===== config.mk =====
export PLATFORM = sky130hd
export DESIGN_NAME = lcd_host_interface
export DESIGN_NICKNAME = d
export VERILOG_FILES = /design/src/include/lcd_host_pkg.sv /design/src/rtl/lcd_host_interface.sv
export SDC_FILE = /design/constraint.sdc
export NUM_CORES = 2
export LEC_CHECK = 0
export BUFFER_PORTS_ARGS = -buffer_cell sky130_fd_sc_hd__buf_2
export CORE_MARGIN = 3
export CORE_UTILIZATION = 25
export CTS_BUF_LIST = sky130_fd_sc_hd__clkbuf_4 sky130_fd_sc_hd__clkbuf_8 sky130_fd_sc_hd__clkbuf_16
export CTS_CLUSTER_DIAMETER = 30
export DETAILED_ROUTE_END_ITERATION = 12
export PLACE_DENSITY = 0.41
export SLEW_MARGIN = 20
export SYNTH_ARGS = -nofsm -noshare
export SYNTH_HDL_FRONTEND = slang
export SYNTH_SLANG_ARGS = --single-unit

===== constraint.sdc =====
create_clock -name clk -period 4.13 [get_ports clk]
set_input_delay 0 -clock clk [delete_from_list [all_inputs] [get_ports clk]]
set_output_delay 0 -clock clk [all_outputs]
set_load 0.03 [all_outputs]

===== src/include/lcd_host_pkg.sv =====
`default_nettype none
package lcd_host_pkg;
  // graphic memory geometry
  localparam int GRAPH_ROWS        = 64;
  localparam int GRAPH_COLS        = 256;
  localparam int GRAPH_WORDS_ROW   = GRAPH_COLS / 16;
  localparam int GRAPH_ADDR_W      = 10;
  // driver geometry
  localparam int COMMON_COUNT      = 33;
  localparam int SEGMENT_COUNT     = 64;
  // user font and icon memories
  localparam int FONT_ROW_W        = 4;
  localparam int FONT_SET_LSB      = 4;
  localparam int FONT_ADDR_W       = 6;
  localparam int FONT_CURSOR_ROW   = 15;
  localparam int ICON_ADDR_W       = 4;
  localparam int WORD_W            = 16;
  // serial framing
  localparam int SYNC_ONES         = 5;
  localparam int BITS_PER_SECTION  = 8;
  localparam logic [7:0] ZERO_BYTE = 8'h00;
  // instruction encodings, function set carries bus width in bit 4
  localparam int FUNC_SET_BIT      = 5;
  localparam int BUS_WIDTH_BIT     = 4;
  localparam logic [7:0] SET_GRAPH_ADDR = 8'h80;
  localparam logic [7:0] SET_TEXT_ADDR  = 8'h80;
  localparam logic [6:0] POINTER_RESET  = 7'h00;
  // busy time after each accepted instruction or data byte
  localparam int BUSY_NS           = 72000;
  localparam int CLK_NS            = 25;
  localparam int BUSY_CYCLES       = (BUSY_NS + CLK_NS - 1) / CLK_NS;
  localparam int BUFFER_DEPTH      = 2;

  typedef struct packed {
    logic       isData;
    logic [7:0] value;
  } hostByte_t;

  typedef struct packed {
    logic [GRAPH_ADDR_W-1:0] addr;
    logic [WORD_W-1:0]       word;
  } graphWrite_t;

  typedef enum logic [3:0] {
    SER_HUNT = 4'b0001,
    SER_HEAD = 4'b0010,
    SER_HIGH = 4'b0100,
    SER_LOW  = 4'b1000
  } serState_t;
endpackage
`default_nettype wire


===== src/rtl/lcd_host_interface.sv =====
// Notes on behaviour
// graphic memory is 64 rows by 256 bits, written as 16-bit words.
// host sends vertical address, horizontal address, then high and low data byte.
// pointer advances by one after each complete two-byte graphic word.
// 33 commons, 64 segments; font data shifted into a 64-bit latch.
// character code bits 1 and 2 become user font address bits 4 and 5.
// font address bits 0 to 3 pick a row; last row is ORed with cursor.
// each user font address holds one 16-bit row.
// user font codes have bits 4 to 15 zero; bits 0 and 3 are ignored.
// icon memory has 4-bit address; bit 15 drives lowest segment of group.
// select pin high means parallel; bus width bit picks 8 or 4 bits.
// 4-bit mode sends high nibble first, both on lines 7..4.
// select pin low means serial, using chip select, serial clock and data.
// serial link is write only.
// serial clock edges count only while chip select is high.
// chip select low clears serial counter and partial data.
// a lone host holds chip select high.
// serial clock is asynchronous and synchronised inside.
// host waits for the previous instruction to finish.
// serial transfer opens with five ones, then read/write, select, zero fill.
// each byte goes as high nibble plus four zeros, then low nibble plus zeros.
// select and direction choose instruction, status, data write or data read.
// busy indicator high rejects new instructions.
// status read drives the address pointer onto lines 6..0.
// serial bits sampled on rising serial clock, most significant first.
// parallel writes latch on strobe fall; reads drive only while strobe high.
`timescale 1ns/1ps
`default_nettype none
module lcd_host_interface (
  input  wire logic        clk,
  input  wire logic        nrst,
  input  wire logic        clkEn,
  input  wire logic        interfaceSelectPin,
  input  wire logic        registerSelect,
  input  wire logic        readNotWrite,
  input  wire logic        strobe,
  input  wire logic [7:0]  dataLinesIn,
  output logic      [7:0]  dataLinesOut,
  output logic             dataLinesOe,
  input  wire logic        chipSelect,
  input  wire logic        serialClock,
  input  wire logic        serialDataIn,
  input  wire logic        graphicMode,
  input  wire logic [15:0] charCode,
  input  wire logic [3:0]  fontRow,
  input  wire logic [15:0] cursorPattern,
  input  wire logic [15:0] fontRomRow,
  input  wire logic        segShiftEn,
  input  wire logic        segLoad,
  output logic      [63:0] segmentLatch,
  output logic      [15:0] fontRowOut,
  output logic      [15:0] iconWord,
  input  wire logic [3:0]  iconAddr,
  output logic             busyIndicator,
  output logic             busWidth8,
  output logic      [6:0]  addressPointer,
  output logic             graphWriteValid,
  input  wire logic        graphWriteReady,
  output lcd_host_pkg::graphWrite_t graphWrite
);
  // two-flop synchronisers for every pin
  logic [1:0] selS_q, rsS_q, rwS_q, stbS_q, csS_q, sckS_q, sdS_q;
  logic [7:0] dbS1_q, dbS2_q;
  logic       stbOld_q, sckOld_q;
  always_ff @(posedge clk or negedge nrst) begin
    if (!nrst) begin
      {selS_q, rsS_q, rwS_q, stbS_q, csS_q, sckS_q, sdS_q} <= '0;
      dbS1_q   <= 8'h00;
      dbS2_q   <= 8'h00;
      stbOld_q <= 1'b0;
      sckOld_q <= 1'b0;
    end else if (clkEn) begin
      selS_q   <= {selS_q[0], interfaceSelectPin};
      rsS_q    <= {rsS_q[0], registerSelect};
      rwS_q    <= {rwS_q[0], readNotWrite};
      stbS_q   <= {stbS_q[0], strobe};
      csS_q    <= {csS_q[0], chipSelect};
      sckS_q   <= {sckS_q[0], serialClock};
      sdS_q    <= {sdS_q[0], serialDataIn};
      dbS1_q   <= dataLinesIn;
      dbS2_q   <= dbS1_q;
      stbOld_q <= stbS_q[1];
      sckOld_q <= sckS_q[1];
    end
  end
  logic parMode, strobeFall, sckRise;
  // select pin picks parallel
  assign parMode    = selS_q[1];
  // write latched on strobe fall
  assign strobeFall = stbOld_q & ~stbS_q[1] & parMode;
  // edges only with chip select
  // rising serial edge samples
  assign sckRise    = sckS_q[1] & ~sckOld_q & ~parMode & csS_q[1];

  // byte assembly: parallel and serial
  lcd_host_pkg::serState_t serSt_q, serSt_d;
  logic [2:0] bitCnt_q, bitCnt_d;
  logic [7:0] shift_q, shift_d;
  logic [3:0] nibHi_q, nibHi_d;
  logic       serRs_q, serRs_d;
  logic       parNib_q, parNib_d;
  logic       byteValid;
  lcd_host_pkg::hostByte_t byteIn;
  logic       busWidth_q, busWidth_d;
  always_comb begin
    serSt_d   = serSt_q;
    bitCnt_d  = bitCnt_q;
    shift_d   = shift_q;
    nibHi_d   = nibHi_q;
    serRs_d   = serRs_q;
    parNib_d  = parNib_q;
    byteValid = 1'b0;
    byteIn    = '{isData: rsS_q[1], value: dbS2_q};
    if (parMode) begin
      serSt_d  = lcd_host_pkg::SER_HUNT;
      bitCnt_d = 3'd0;
      // reads never enter the write path
      if (strobeFall && !rwS_q[1]) begin
        if (busWidth_q) begin
          byteValid = 1'b1;
        end else if (!parNib_q) begin
          // high nibble first on lines 7..4
          nibHi_d  = dbS2_q[7:4];
          parNib_d = 1'b1;
        end else begin
          byteIn.value = {nibHi_q, dbS2_q[7:4]};
          byteValid    = 1'b1;
          parNib_d     = 1'b0;
        end
      end
    end else if (!csS_q[1]) begin
      // chip select low resets counter
      serSt_d  = lcd_host_pkg::SER_HUNT;
      bitCnt_d = 3'd0;
      shift_d  = 8'h00;
    end else if (sckRise) begin
      shift_d  = {shift_q[6:0], sdS_q[1]};
      bitCnt_d = bitCnt_q + 3'd1;
      case (serSt_q)
        lcd_host_pkg::SER_HUNT: begin
          bitCnt_d = 3'd0;
        end
        lcd_host_pkg::SER_HEAD: begin
          if (bitCnt_q == 3'd6) begin
            serRs_d = sdS_q[1];
          end
          if (bitCnt_q == 3'd7) begin
            // a read request is dropped
            serSt_d = shift_q[1] ? lcd_host_pkg::SER_HUNT : lcd_host_pkg::SER_HIGH;
          end
        end
        lcd_host_pkg::SER_HIGH: begin
          // nibble then four zeros
          if (bitCnt_q == 3'd7) begin
            nibHi_d = shift_q[6:3];
            serSt_d = lcd_host_pkg::SER_LOW;
          end
        end
        lcd_host_pkg::SER_LOW: begin
          if (bitCnt_q == 3'd7) begin
            byteIn    = '{isData: serRs_q, value: {nibHi_q, shift_q[6:3]}};
            byteValid = 1'b1;
            serSt_d   = lcd_host_pkg::SER_HIGH;
          end
        end
        default: serSt_d = lcd_host_pkg::SER_HUNT;
      endcase
      // five ones resynchronise
      // framed sections hold at most four ones in a row, so no false start
      if (serSt_q != lcd_host_pkg::SER_HEAD && &{shift_q[3:0], sdS_q[1]}) begin
        serSt_d   = lcd_host_pkg::SER_HEAD;
        bitCnt_d  = 3'(lcd_host_pkg::SYNC_ONES);
        byteValid = 1'b0;
      end
    end
  end

  // two-entry buffer between byte assembly and execution
  lcd_host_pkg::hostByte_t buf_q [lcd_host_pkg::BUFFER_DEPTH];
  lcd_host_pkg::hostByte_t buf_d [lcd_host_pkg::BUFFER_DEPTH];
  logic [1:0] cnt_q, cnt_d;
  logic       bufReady, bufValid, popByte;
  assign bufReady = cnt_q != 2'd2;
  assign bufValid = cnt_q != 2'd0;
  always_comb begin
    buf_d = buf_q;
    cnt_d = cnt_q;
    if (popByte) begin
      buf_d[0] = buf_q[1];
      cnt_d    = cnt_d - 2'd1;
    end
    if (byteValid && bufReady) begin
      buf_d[cnt_d[0]] = byteIn;
      cnt_d           = cnt_d + 2'd1;
    end
  end

  // execution: instruction, pointer, graphic words, busy
  logic [6:0]  ptr_q, ptr_d;
  logic        grMode_q, grMode_d;
  logic [1:0]  grStep_q, grStep_d;
  logic [5:0]  grY_q, grY_d;
  logic [3:0]  grX_q, grX_d;
  logic [7:0]  hiByte_q, hiByte_d;
  logic        gwValid_q, gwValid_d;
  lcd_host_pkg::graphWrite_t gw_q, gw_d;
  logic [11:0] busy_q, busy_d;
  lcd_host_pkg::hostByte_t cur;
  assign cur     = buf_q[0];
  // busy holds off the next byte
  // no deeper queue than the buffer
  assign popByte = bufValid && busy_q == 12'd0 && !gwValid_q;
  always_comb begin
    ptr_d      = ptr_q;
    grMode_d   = grMode_q;
    grStep_d   = grStep_q;
    grY_d      = grY_q;
    grX_d      = grX_q;
    hiByte_d   = hiByte_q;
    busWidth_d = busWidth_q;
    gwValid_d  = gwValid_q && !graphWriteReady;
    gw_d       = gw_q;
    busy_d     = (busy_q != 12'd0) ? busy_q - 12'd1 : busy_q;
    if (popByte) begin
      busy_d = 12'(lcd_host_pkg::BUSY_CYCLES);
      if (!cur.isData) begin
        if (cur.value[7:6] == 2'b00 && cur.value[lcd_host_pkg::FUNC_SET_BIT]) begin
          busWidth_d = cur.value[lcd_host_pkg::BUS_WIDTH_BIT];
        end else if (cur.value[7] && graphicMode) begin
          // vertical then horizontal address
          if (grStep_q == 2'd0) begin
            grY_d    = cur.value[5:0];
            grStep_d = 2'd1;
          end else begin
            grX_d    = cur.value[3:0];
            grStep_d = 2'd2;
          end
          grMode_d = 1'b1;
        end else if (cur.value[7]) begin
          ptr_d    = cur.value[6:0];
          grMode_d = 1'b0;
          grStep_d = 2'd0;
        end
      end else if (grMode_q) begin
        if (grStep_q != 2'd3) begin
          hiByte_d = cur.value;
          grStep_d = 2'd3;
        end else begin
          // 64 rows of 16 words
          gw_d      = '{addr: {grY_q, grX_q}, word: {hiByte_q, cur.value}};
          gwValid_d = 1'b1;
          // advance after full word
          grX_d     = grX_q + 4'd1;
          grStep_d  = 2'd2;
        end
      end else begin
        ptr_d = ptr_q + 7'd1;
      end
    end
  end

  always_ff @(posedge clk or negedge nrst) begin
    if (!nrst) begin
      serSt_q    <= lcd_host_pkg::SER_HUNT;
      bitCnt_q   <= 3'd0;
      shift_q    <= 8'h00;
      nibHi_q    <= 4'h0;
      serRs_q    <= 1'b0;
      parNib_q   <= 1'b0;
      buf_q      <= '{default: '0};
      cnt_q      <= 2'd0;
      ptr_q      <= lcd_host_pkg::POINTER_RESET;
      grMode_q   <= 1'b0;
      grStep_q   <= 2'd0;
      grY_q      <= 6'h00;
      grX_q      <= 4'h0;
      hiByte_q   <= 8'h00;
      busWidth_q <= 1'b1;
      gwValid_q  <= 1'b0;
      gw_q       <= '0;
      busy_q     <= 12'h000;
    end else if (clkEn) begin
      serSt_q    <= serSt_d;
      bitCnt_q   <= bitCnt_d;
      shift_q    <= shift_d;
      nibHi_q    <= nibHi_d;
      serRs_q    <= serRs_d;
      parNib_q   <= parNib_d;
      buf_q      <= buf_d;
      cnt_q      <= cnt_d;
      ptr_q      <= ptr_d;
      grMode_q   <= grMode_d;
      grStep_q   <= grStep_d;
      grY_q      <= grY_d;
      grX_q      <= grX_d;
      hiByte_q   <= hiByte_d;
      busWidth_q <= busWidth_d;
      gwValid_q  <= gwValid_d;
      gw_q       <= gw_d;
      busy_q     <= busy_d;
    end
  end

  // user font and icon memories, written by data bytes outside graphic mode
  logic [15:0] font_q [64];
  logic [15:0] icon_q [16];
  logic [7:0]  memHi_q;
  logic        memHalf_q;
  logic [5:0]  fontAddr;
  // code bits 2:1 become set bits
  // other code bits ignored here
  assign fontAddr = {charCode[2:1], fontRow};
  always_ff @(posedge clk or negedge nrst) begin
    if (!nrst) begin
      font_q    <= '{default: 16'h0000};
      icon_q    <= '{default: 16'h0000};
      memHi_q   <= 8'h00;
      memHalf_q <= 1'b0;
    end else if (clkEn && popByte && cur.isData && !grMode_q) begin
      memHalf_q <= !memHalf_q;
      memHi_q   <= cur.value;
      // one 16-bit row per address
      if (memHalf_q) begin
        font_q[ptr_q[5:0]] <= {memHi_q, cur.value};
        icon_q[ptr_q[3:0]] <= {memHi_q, cur.value};
      end
    end
  end

  // 64-bit segment latch
  logic [63:0] seg_q, seg_d;
  logic [15:0] row_q, row_d, pickRow;
  always_comb begin
    // cursor row ORed with pattern
    pickRow = font_q[fontAddr];
    if (fontRow == 4'(lcd_host_pkg::FONT_CURSOR_ROW)) begin
      pickRow = pickRow | cursorPattern;
    end
    row_d = (charCode[15:4] == 12'h000) ? pickRow : fontRomRow;
    seg_d = seg_q;
    if (segLoad) begin
      seg_d = {seg_q[47:0], row_q};
    end else if (segShiftEn) begin
      seg_d = {seg_q[62:0], 1'b0};
    end
  end
  always_ff @(posedge clk or negedge nrst) begin
    if (!nrst) begin
      seg_q   <= 64'h0;
      row_q   <= 16'h0000;
      iconWord <= 16'h0000;
    end else if (clkEn) begin
      seg_q   <= seg_d;
      row_q   <= row_d;
      // bit 15 drives lowest segment
      iconWord <= icon_q[iconAddr];
    end
  end

  // status read drives pointer
  // read lines only while strobe high
  logic [7:0] rdData_q;
  always_ff @(posedge clk or negedge nrst) begin
    if (!nrst) begin
      rdData_q <= 8'h00;
    end else if (clkEn) begin
      rdData_q <= rsS_q[1] ? font_q[ptr_q[5:0]][15:8] : {busy_q != 12'd0, ptr_q};
    end
  end
  // serial mode never drives lines
  assign dataLinesOe     = parMode & rwS_q[1] & stbS_q[1];
  assign dataLinesOut    = rdData_q;
  assign segmentLatch    = seg_q;
  assign fontRowOut      = row_q;
  assign busyIndicator   = busy_q != 12'd0;
  assign busWidth8       = busWidth_q;
  assign addressPointer  = ptr_q;
  assign graphWriteValid = gwValid_q;
  assign graphWrite      = gw_q;

  // pointer step after word
  a_graph_advance: assert property (@(posedge clk) disable iff (!nrst)
    clkEn && popByte && cur.isData && grMode_q && grStep_q == 2'd3 |=> grX_q == $past(grX_q) + 4'd1)
    else $error("graphic pointer did not advance");
  // chip select clears counter
  a_cs_clear: assert property (@(posedge clk) disable iff (!nrst)
    clkEn && !parMode && !csS_q[1] |=> bitCnt_q == 3'd0 && serSt_q == lcd_host_pkg::SER_HUNT)
    else $error("serial counter kept while deselected");
  // no drive with strobe low
  a_read_drive: assert property (@(posedge clk) disable iff (!nrst)
    !stbS_q[1] |-> !dataLinesOe) else $error("lines driven with strobe low");
  // busy blocks popping
  a_busy_block: assert property (@(posedge clk) disable iff (!nrst)
    clkEn && popByte |=> busyIndicator && !popByte) else $error("busy missing after a byte");
  // serial never drives
  a_serial_silent: assert property (@(posedge clk) disable iff (!nrst)
    !parMode |-> !dataLinesOe) else $error("serial mode drove data lines");
  // no serial shift while deselected
  a_cs_gate: assert property (@(posedge clk) disable iff (!nrst)
    clkEn && !csS_q[1] && !parMode |=> shift_q == 8'h00) else $error("shift while deselected");
  // cursor row includes pattern
  a_cursor_or: assert property (@(posedge clk) disable iff (!nrst)
    clkEn && charCode[15:4] == 12'h000 && fontRow == 4'hf |=> (row_q & $past(cursorPattern)) == $past(cursorPattern))
    else $error("cursor pattern missing");
  // nibble pair forms byte
  a_nibble_pair: assert property (@(posedge clk) disable iff (!nrst)
    clkEn && parMode && !busWidth_q && strobeFall && !rwS_q[1] && parNib_q |-> byteValid)
    else $error("second nibble lost");
endmodule
`default_nettype wire


==> run_results.csv <==
group,metric,value,unit
critical_path,critPathMaxFanout,23,
critical_path,r2r_slack,800,ps
yosys,synth_top_area_share,0.518,
sta,maxSlewHeadroom,0.245,
pwr,cellLeakagePower,45.3,nW
placement,hpwlAfterDp,177000,µm
clock_tree,cts.reportedPaths.clkPinSlew,40,ps
critical_path,rr_endpoint,"dataLinesOut[0]$_DFFE_PN0P_",
floorplan,placementRows,198,
status,status,"complete, no violations",
global_routing,number_of_global_route_vias_before_repair,52100,
detailed_routing,detail-route-antenna-nets,0,
layout,layout.filler_cells,28700,
yosys,post_synth_design_cell_area,73900,µm²
layout,final-seq-area,38400,µm²
clock_tree,numClockSinks,1533,
floorplan,start_util,0.253,
global_routing,grt_antenna_before_repair,14,
floorplan,die_height,550,µm
clock_tree,h_tree_level_count,5,
yosys,netlist_top_cells_area,"dfrtp_1, mux2_2, mux4_2",
yosys,share_of_synthesized_area_occupied_by_flip_flops_and_latches,0.519,
global_routing,grt_first_pass_wirelength,397000,µm
global_routing,grt_usage,0.179,
detailed_routing,drt-vias-per-instance,4.93,
sta,hold_violations,0,
detailed_routing,detailedRoute.firstPassIterationCount,7,
pwr,internal_power,0.0403,W
detailed_routing,wirelength,276000,µm
critical_path,r2r_start,"addressPointer[0]$_DFFE_PN0P_",
clock_tree,tritoncts,"done",
clock_tree,cts-buffers-inserted,425,
placement,placed_inst_area,80900,µm²
sta,skew,72.3,ps
floorplan,fp.dieArea,302000,µm²
critical_path,criticalPathCategory,"flip-flop to flip-flop",
critical_path,cp_data_arrival_time,4030,ps
pwr,power.switching_fraction,0.249,
floorplan,io-pin-count,219,
clock_tree,root_buffer,"clkbuf_16",
yosys,netlist_top_cells_count,"dfrtp_1, mux2_2, mux4_2",
placement,buffer_ports.inserted,216,
yosys,syn_nets,5252,
pwr,combinationalPowerShare,0.065,
yosys,yosys_reg_bits,1533,
hold_path,hold_path.class,"primary input to async pin",
clock_tree,cts.path.max_buffers,4,
critical_path,r2r.worst_path.cells,9,
critical_path,critical_path_startpoint_category,"flip-flop",
layout,final_area,96800,µm²
sta,tightest_slew,1120,ps
placement,detailedPlace.worstSlack,611,ps
detailed_routing,route.detailed.drc,0,
flow_run,max_cap_viol_count,0,
layout,fin_nets,5839,
yosys,async_reset_ff_frac,1.00,
sta,fin_crit_sh,0.807,
layout,final_layout_size_suffix_gt1_frac,0.527,
pwr,power_per_cell_area,553,nW/µm²
pwr,switching_power,0.0133,W
yosys,post-synth-top-count-cell,"dfrtp_1",
global_routing,grt_start_max_net_pins,130,
yosys,synth.lib_cells_used.distinct,81,
sta,max_slew_violation_count,0,
sta,finalWorstPathRequiredPeriod,3330,ps
floorplan,core-area,293000,µm²
detailed_routing,violation_count_after_the_first_detailed_routing_iteration,3366,
sta,clock.fmax,300,MHz
pwr,ir_drop,383,µV
detailed_routing,routed_wire_length_per_instance,27.5,µm
pwr,power.clock.fraction,0.630,
sta,fin_setup_tns,0,ps
global_routing,grt_remaining_overflow,0,
sta,finalSetupViolations,0,
floorplan,die_span_in_x,550,µm
sta,postLayoutSetupSlackWorst,797,ps
sta,grt_setup_unrepaired,"no",
critical_path,critical_path.endpoint_type,"flip-flop",
yosys,synthFlopType,"dfrtp_1",
placement,routability_driven_placement_congestion_ratio,0.845,
yosys,yosys_warnings,0,
pwr,sequentialPowerShare,0.305,
yosys,synth-edff-count,0,
layout,multi_input_area,33400,µm²
detailed_routing,dr_total_vias,49300,
yosys,syn-mean-instance-area,14.3,µm²
yosys,yosys.area.top_type,"dfrtp_1",
clock_tree,worstSkewPairLatency,910,ps
yosys,syn_inst,5162,
critical_path,cp.required,4820,ps
layout,areaGrowthSynthToFinish,31.0,%
[logic make-up after synthesis]
| logic type | after synthesis | synth area share |
|---|---|---|
| mux | 2003 | 0.360 |
| flops | 1533 | 0.519 |
| compound gates | 556 | 0.0519 |
| simple gates | 547 | 0.0357 |
| buf+inv | 499 | 0.0297 |
| xor+xnor | 12 | 0.00142 |
| fa+ha+maj | 12 | 0.00203 |
[power groups by stage]
stage / Sequential [W] / Clock, W / Combinational [W]
finish: 0.0164 / 0.0337 / 0.00347
global route: 0.0164 / 0.0352 / 0.00375
CTS: 0.0164 / 0.0343 / 0.00354
detailed placement: 0.0166 / 0 / 0.00344
global placement: 0.0166 / 0 / 0.00342
floorplan: 0.0162 / 0 / 0.00171
[state kept, by name, summed over array words and instances, names as in the netlist, 6 cells and up]
register	count
font_q	1024
icon_q	256
segmentLatch	64
graphWrite	26
buf_q	18
fontRowOut	16
iconWord	16
busy_q	12
dataLinesOut	8
dbS1_q	8
dbS2_q	8
hiByte_q	8
memHi_q	8
addressPointer	7
shift_q	7
grY_q	6
[worst max path at each step]
stage / end / startpoint / slack (ps) / depth (start not counted)
after detailed placement: fontRowOut[3]$_DFFE_PN0P_ / fontRow[1] / 610 / 9
after global routing: icon_q[85]$_DFFE_PN0P_ / busy_q[8]$_DFFE_PN0P_ / 730 / 9
after CTS: dataLinesOut[0]$_DFFE_PN0P_ / addressPointer[0]$_DFFE_PN0P_ / 820 / 9
after floorplan: icon_q[229]$_DFFE_PN0P_ / addressPointer[1]$_DFFE_PN0P_ / 990 / 10
final: dataLinesOut[0]$_DFFE_PN0P_ / addressPointer[0]$_DFFE_PN0P_ / 800 / 9
after global placement: fontRowOut[3]$_DFFE_PN0P_ / fontRow[1] / 620 / 9
[critical path, cell delays in order (launching register included)]
cell      delay (ps)
dfrtp_4          720
buf_12           280
nor2_1            80
buf_4            220
a221oi_1         280
o21ai_0          340
buf_4            250
a21oi_1          190
a21boi_0         560
a221oi_1         200
[metrics by stage]
step,util,total power [W],std cells,hold WS (ps)
after global placement,0.276,0.0200,9135,96.0
after global routing,0.331,0.0554,10000,29.9
final,0.331,0.0536,10000,67.4
after detailed placement,0.276,0.0200,9135,111
after floorplan,-,0.0179,5162,-296
after CTS,0.331,0.0543,9999,3.13
[layout make-up]
cell class              instances  share of cell area
inverters                      40             0.00158
flip-flops and latches       1533               0.397
multi-input cells            3130               0.345
repair buffers                619              0.0504
well taps                    3900              0.0504
clock buffers                 598               0.130
clock inverters               179              0.0253
diodes                         14            0.000362
[cells in the final DEF (no fill, tap or decap), types with 76 or more instances in the layout]
| master | count |
|---|---|
| a21oi_1 | 76 |
| buf_2 | 209 |
| buf_4 | 280 |
| clkbuf_16 | 428 |
| clkbuf_8 | 98 |
| clkinv_2 | 82 |
| dfrtp_1 | 1512 |
| dlygate4sd3_1 | 85 |
| mux2_2 | 1397 |
| mux2i_1 | 192 |
| mux4_2 | 382 |
| nand2_1 | 218 |
| nor2_1 | 91 |
| o21ai_0 | 154 |
[routing by layer]
metal | part of all wire | wire (µm) | track usage
met5 | 0 | 0 | 0
met4 | 0.024 | 6640 | 0.0459
met3 | 0.049 | 13500 | 0.0322
met2 | 0.47 | 129000 | 0.287
met1 | 0.46 | 126000 | 0.250
[what timing repair did]
item	4_1_cts	5_1_grt
hold endpoints to repair	812	0
resized for setup	0	0
hold buffers	87	0
setup buffers	0	0
(Power assumes the default switching activity.)
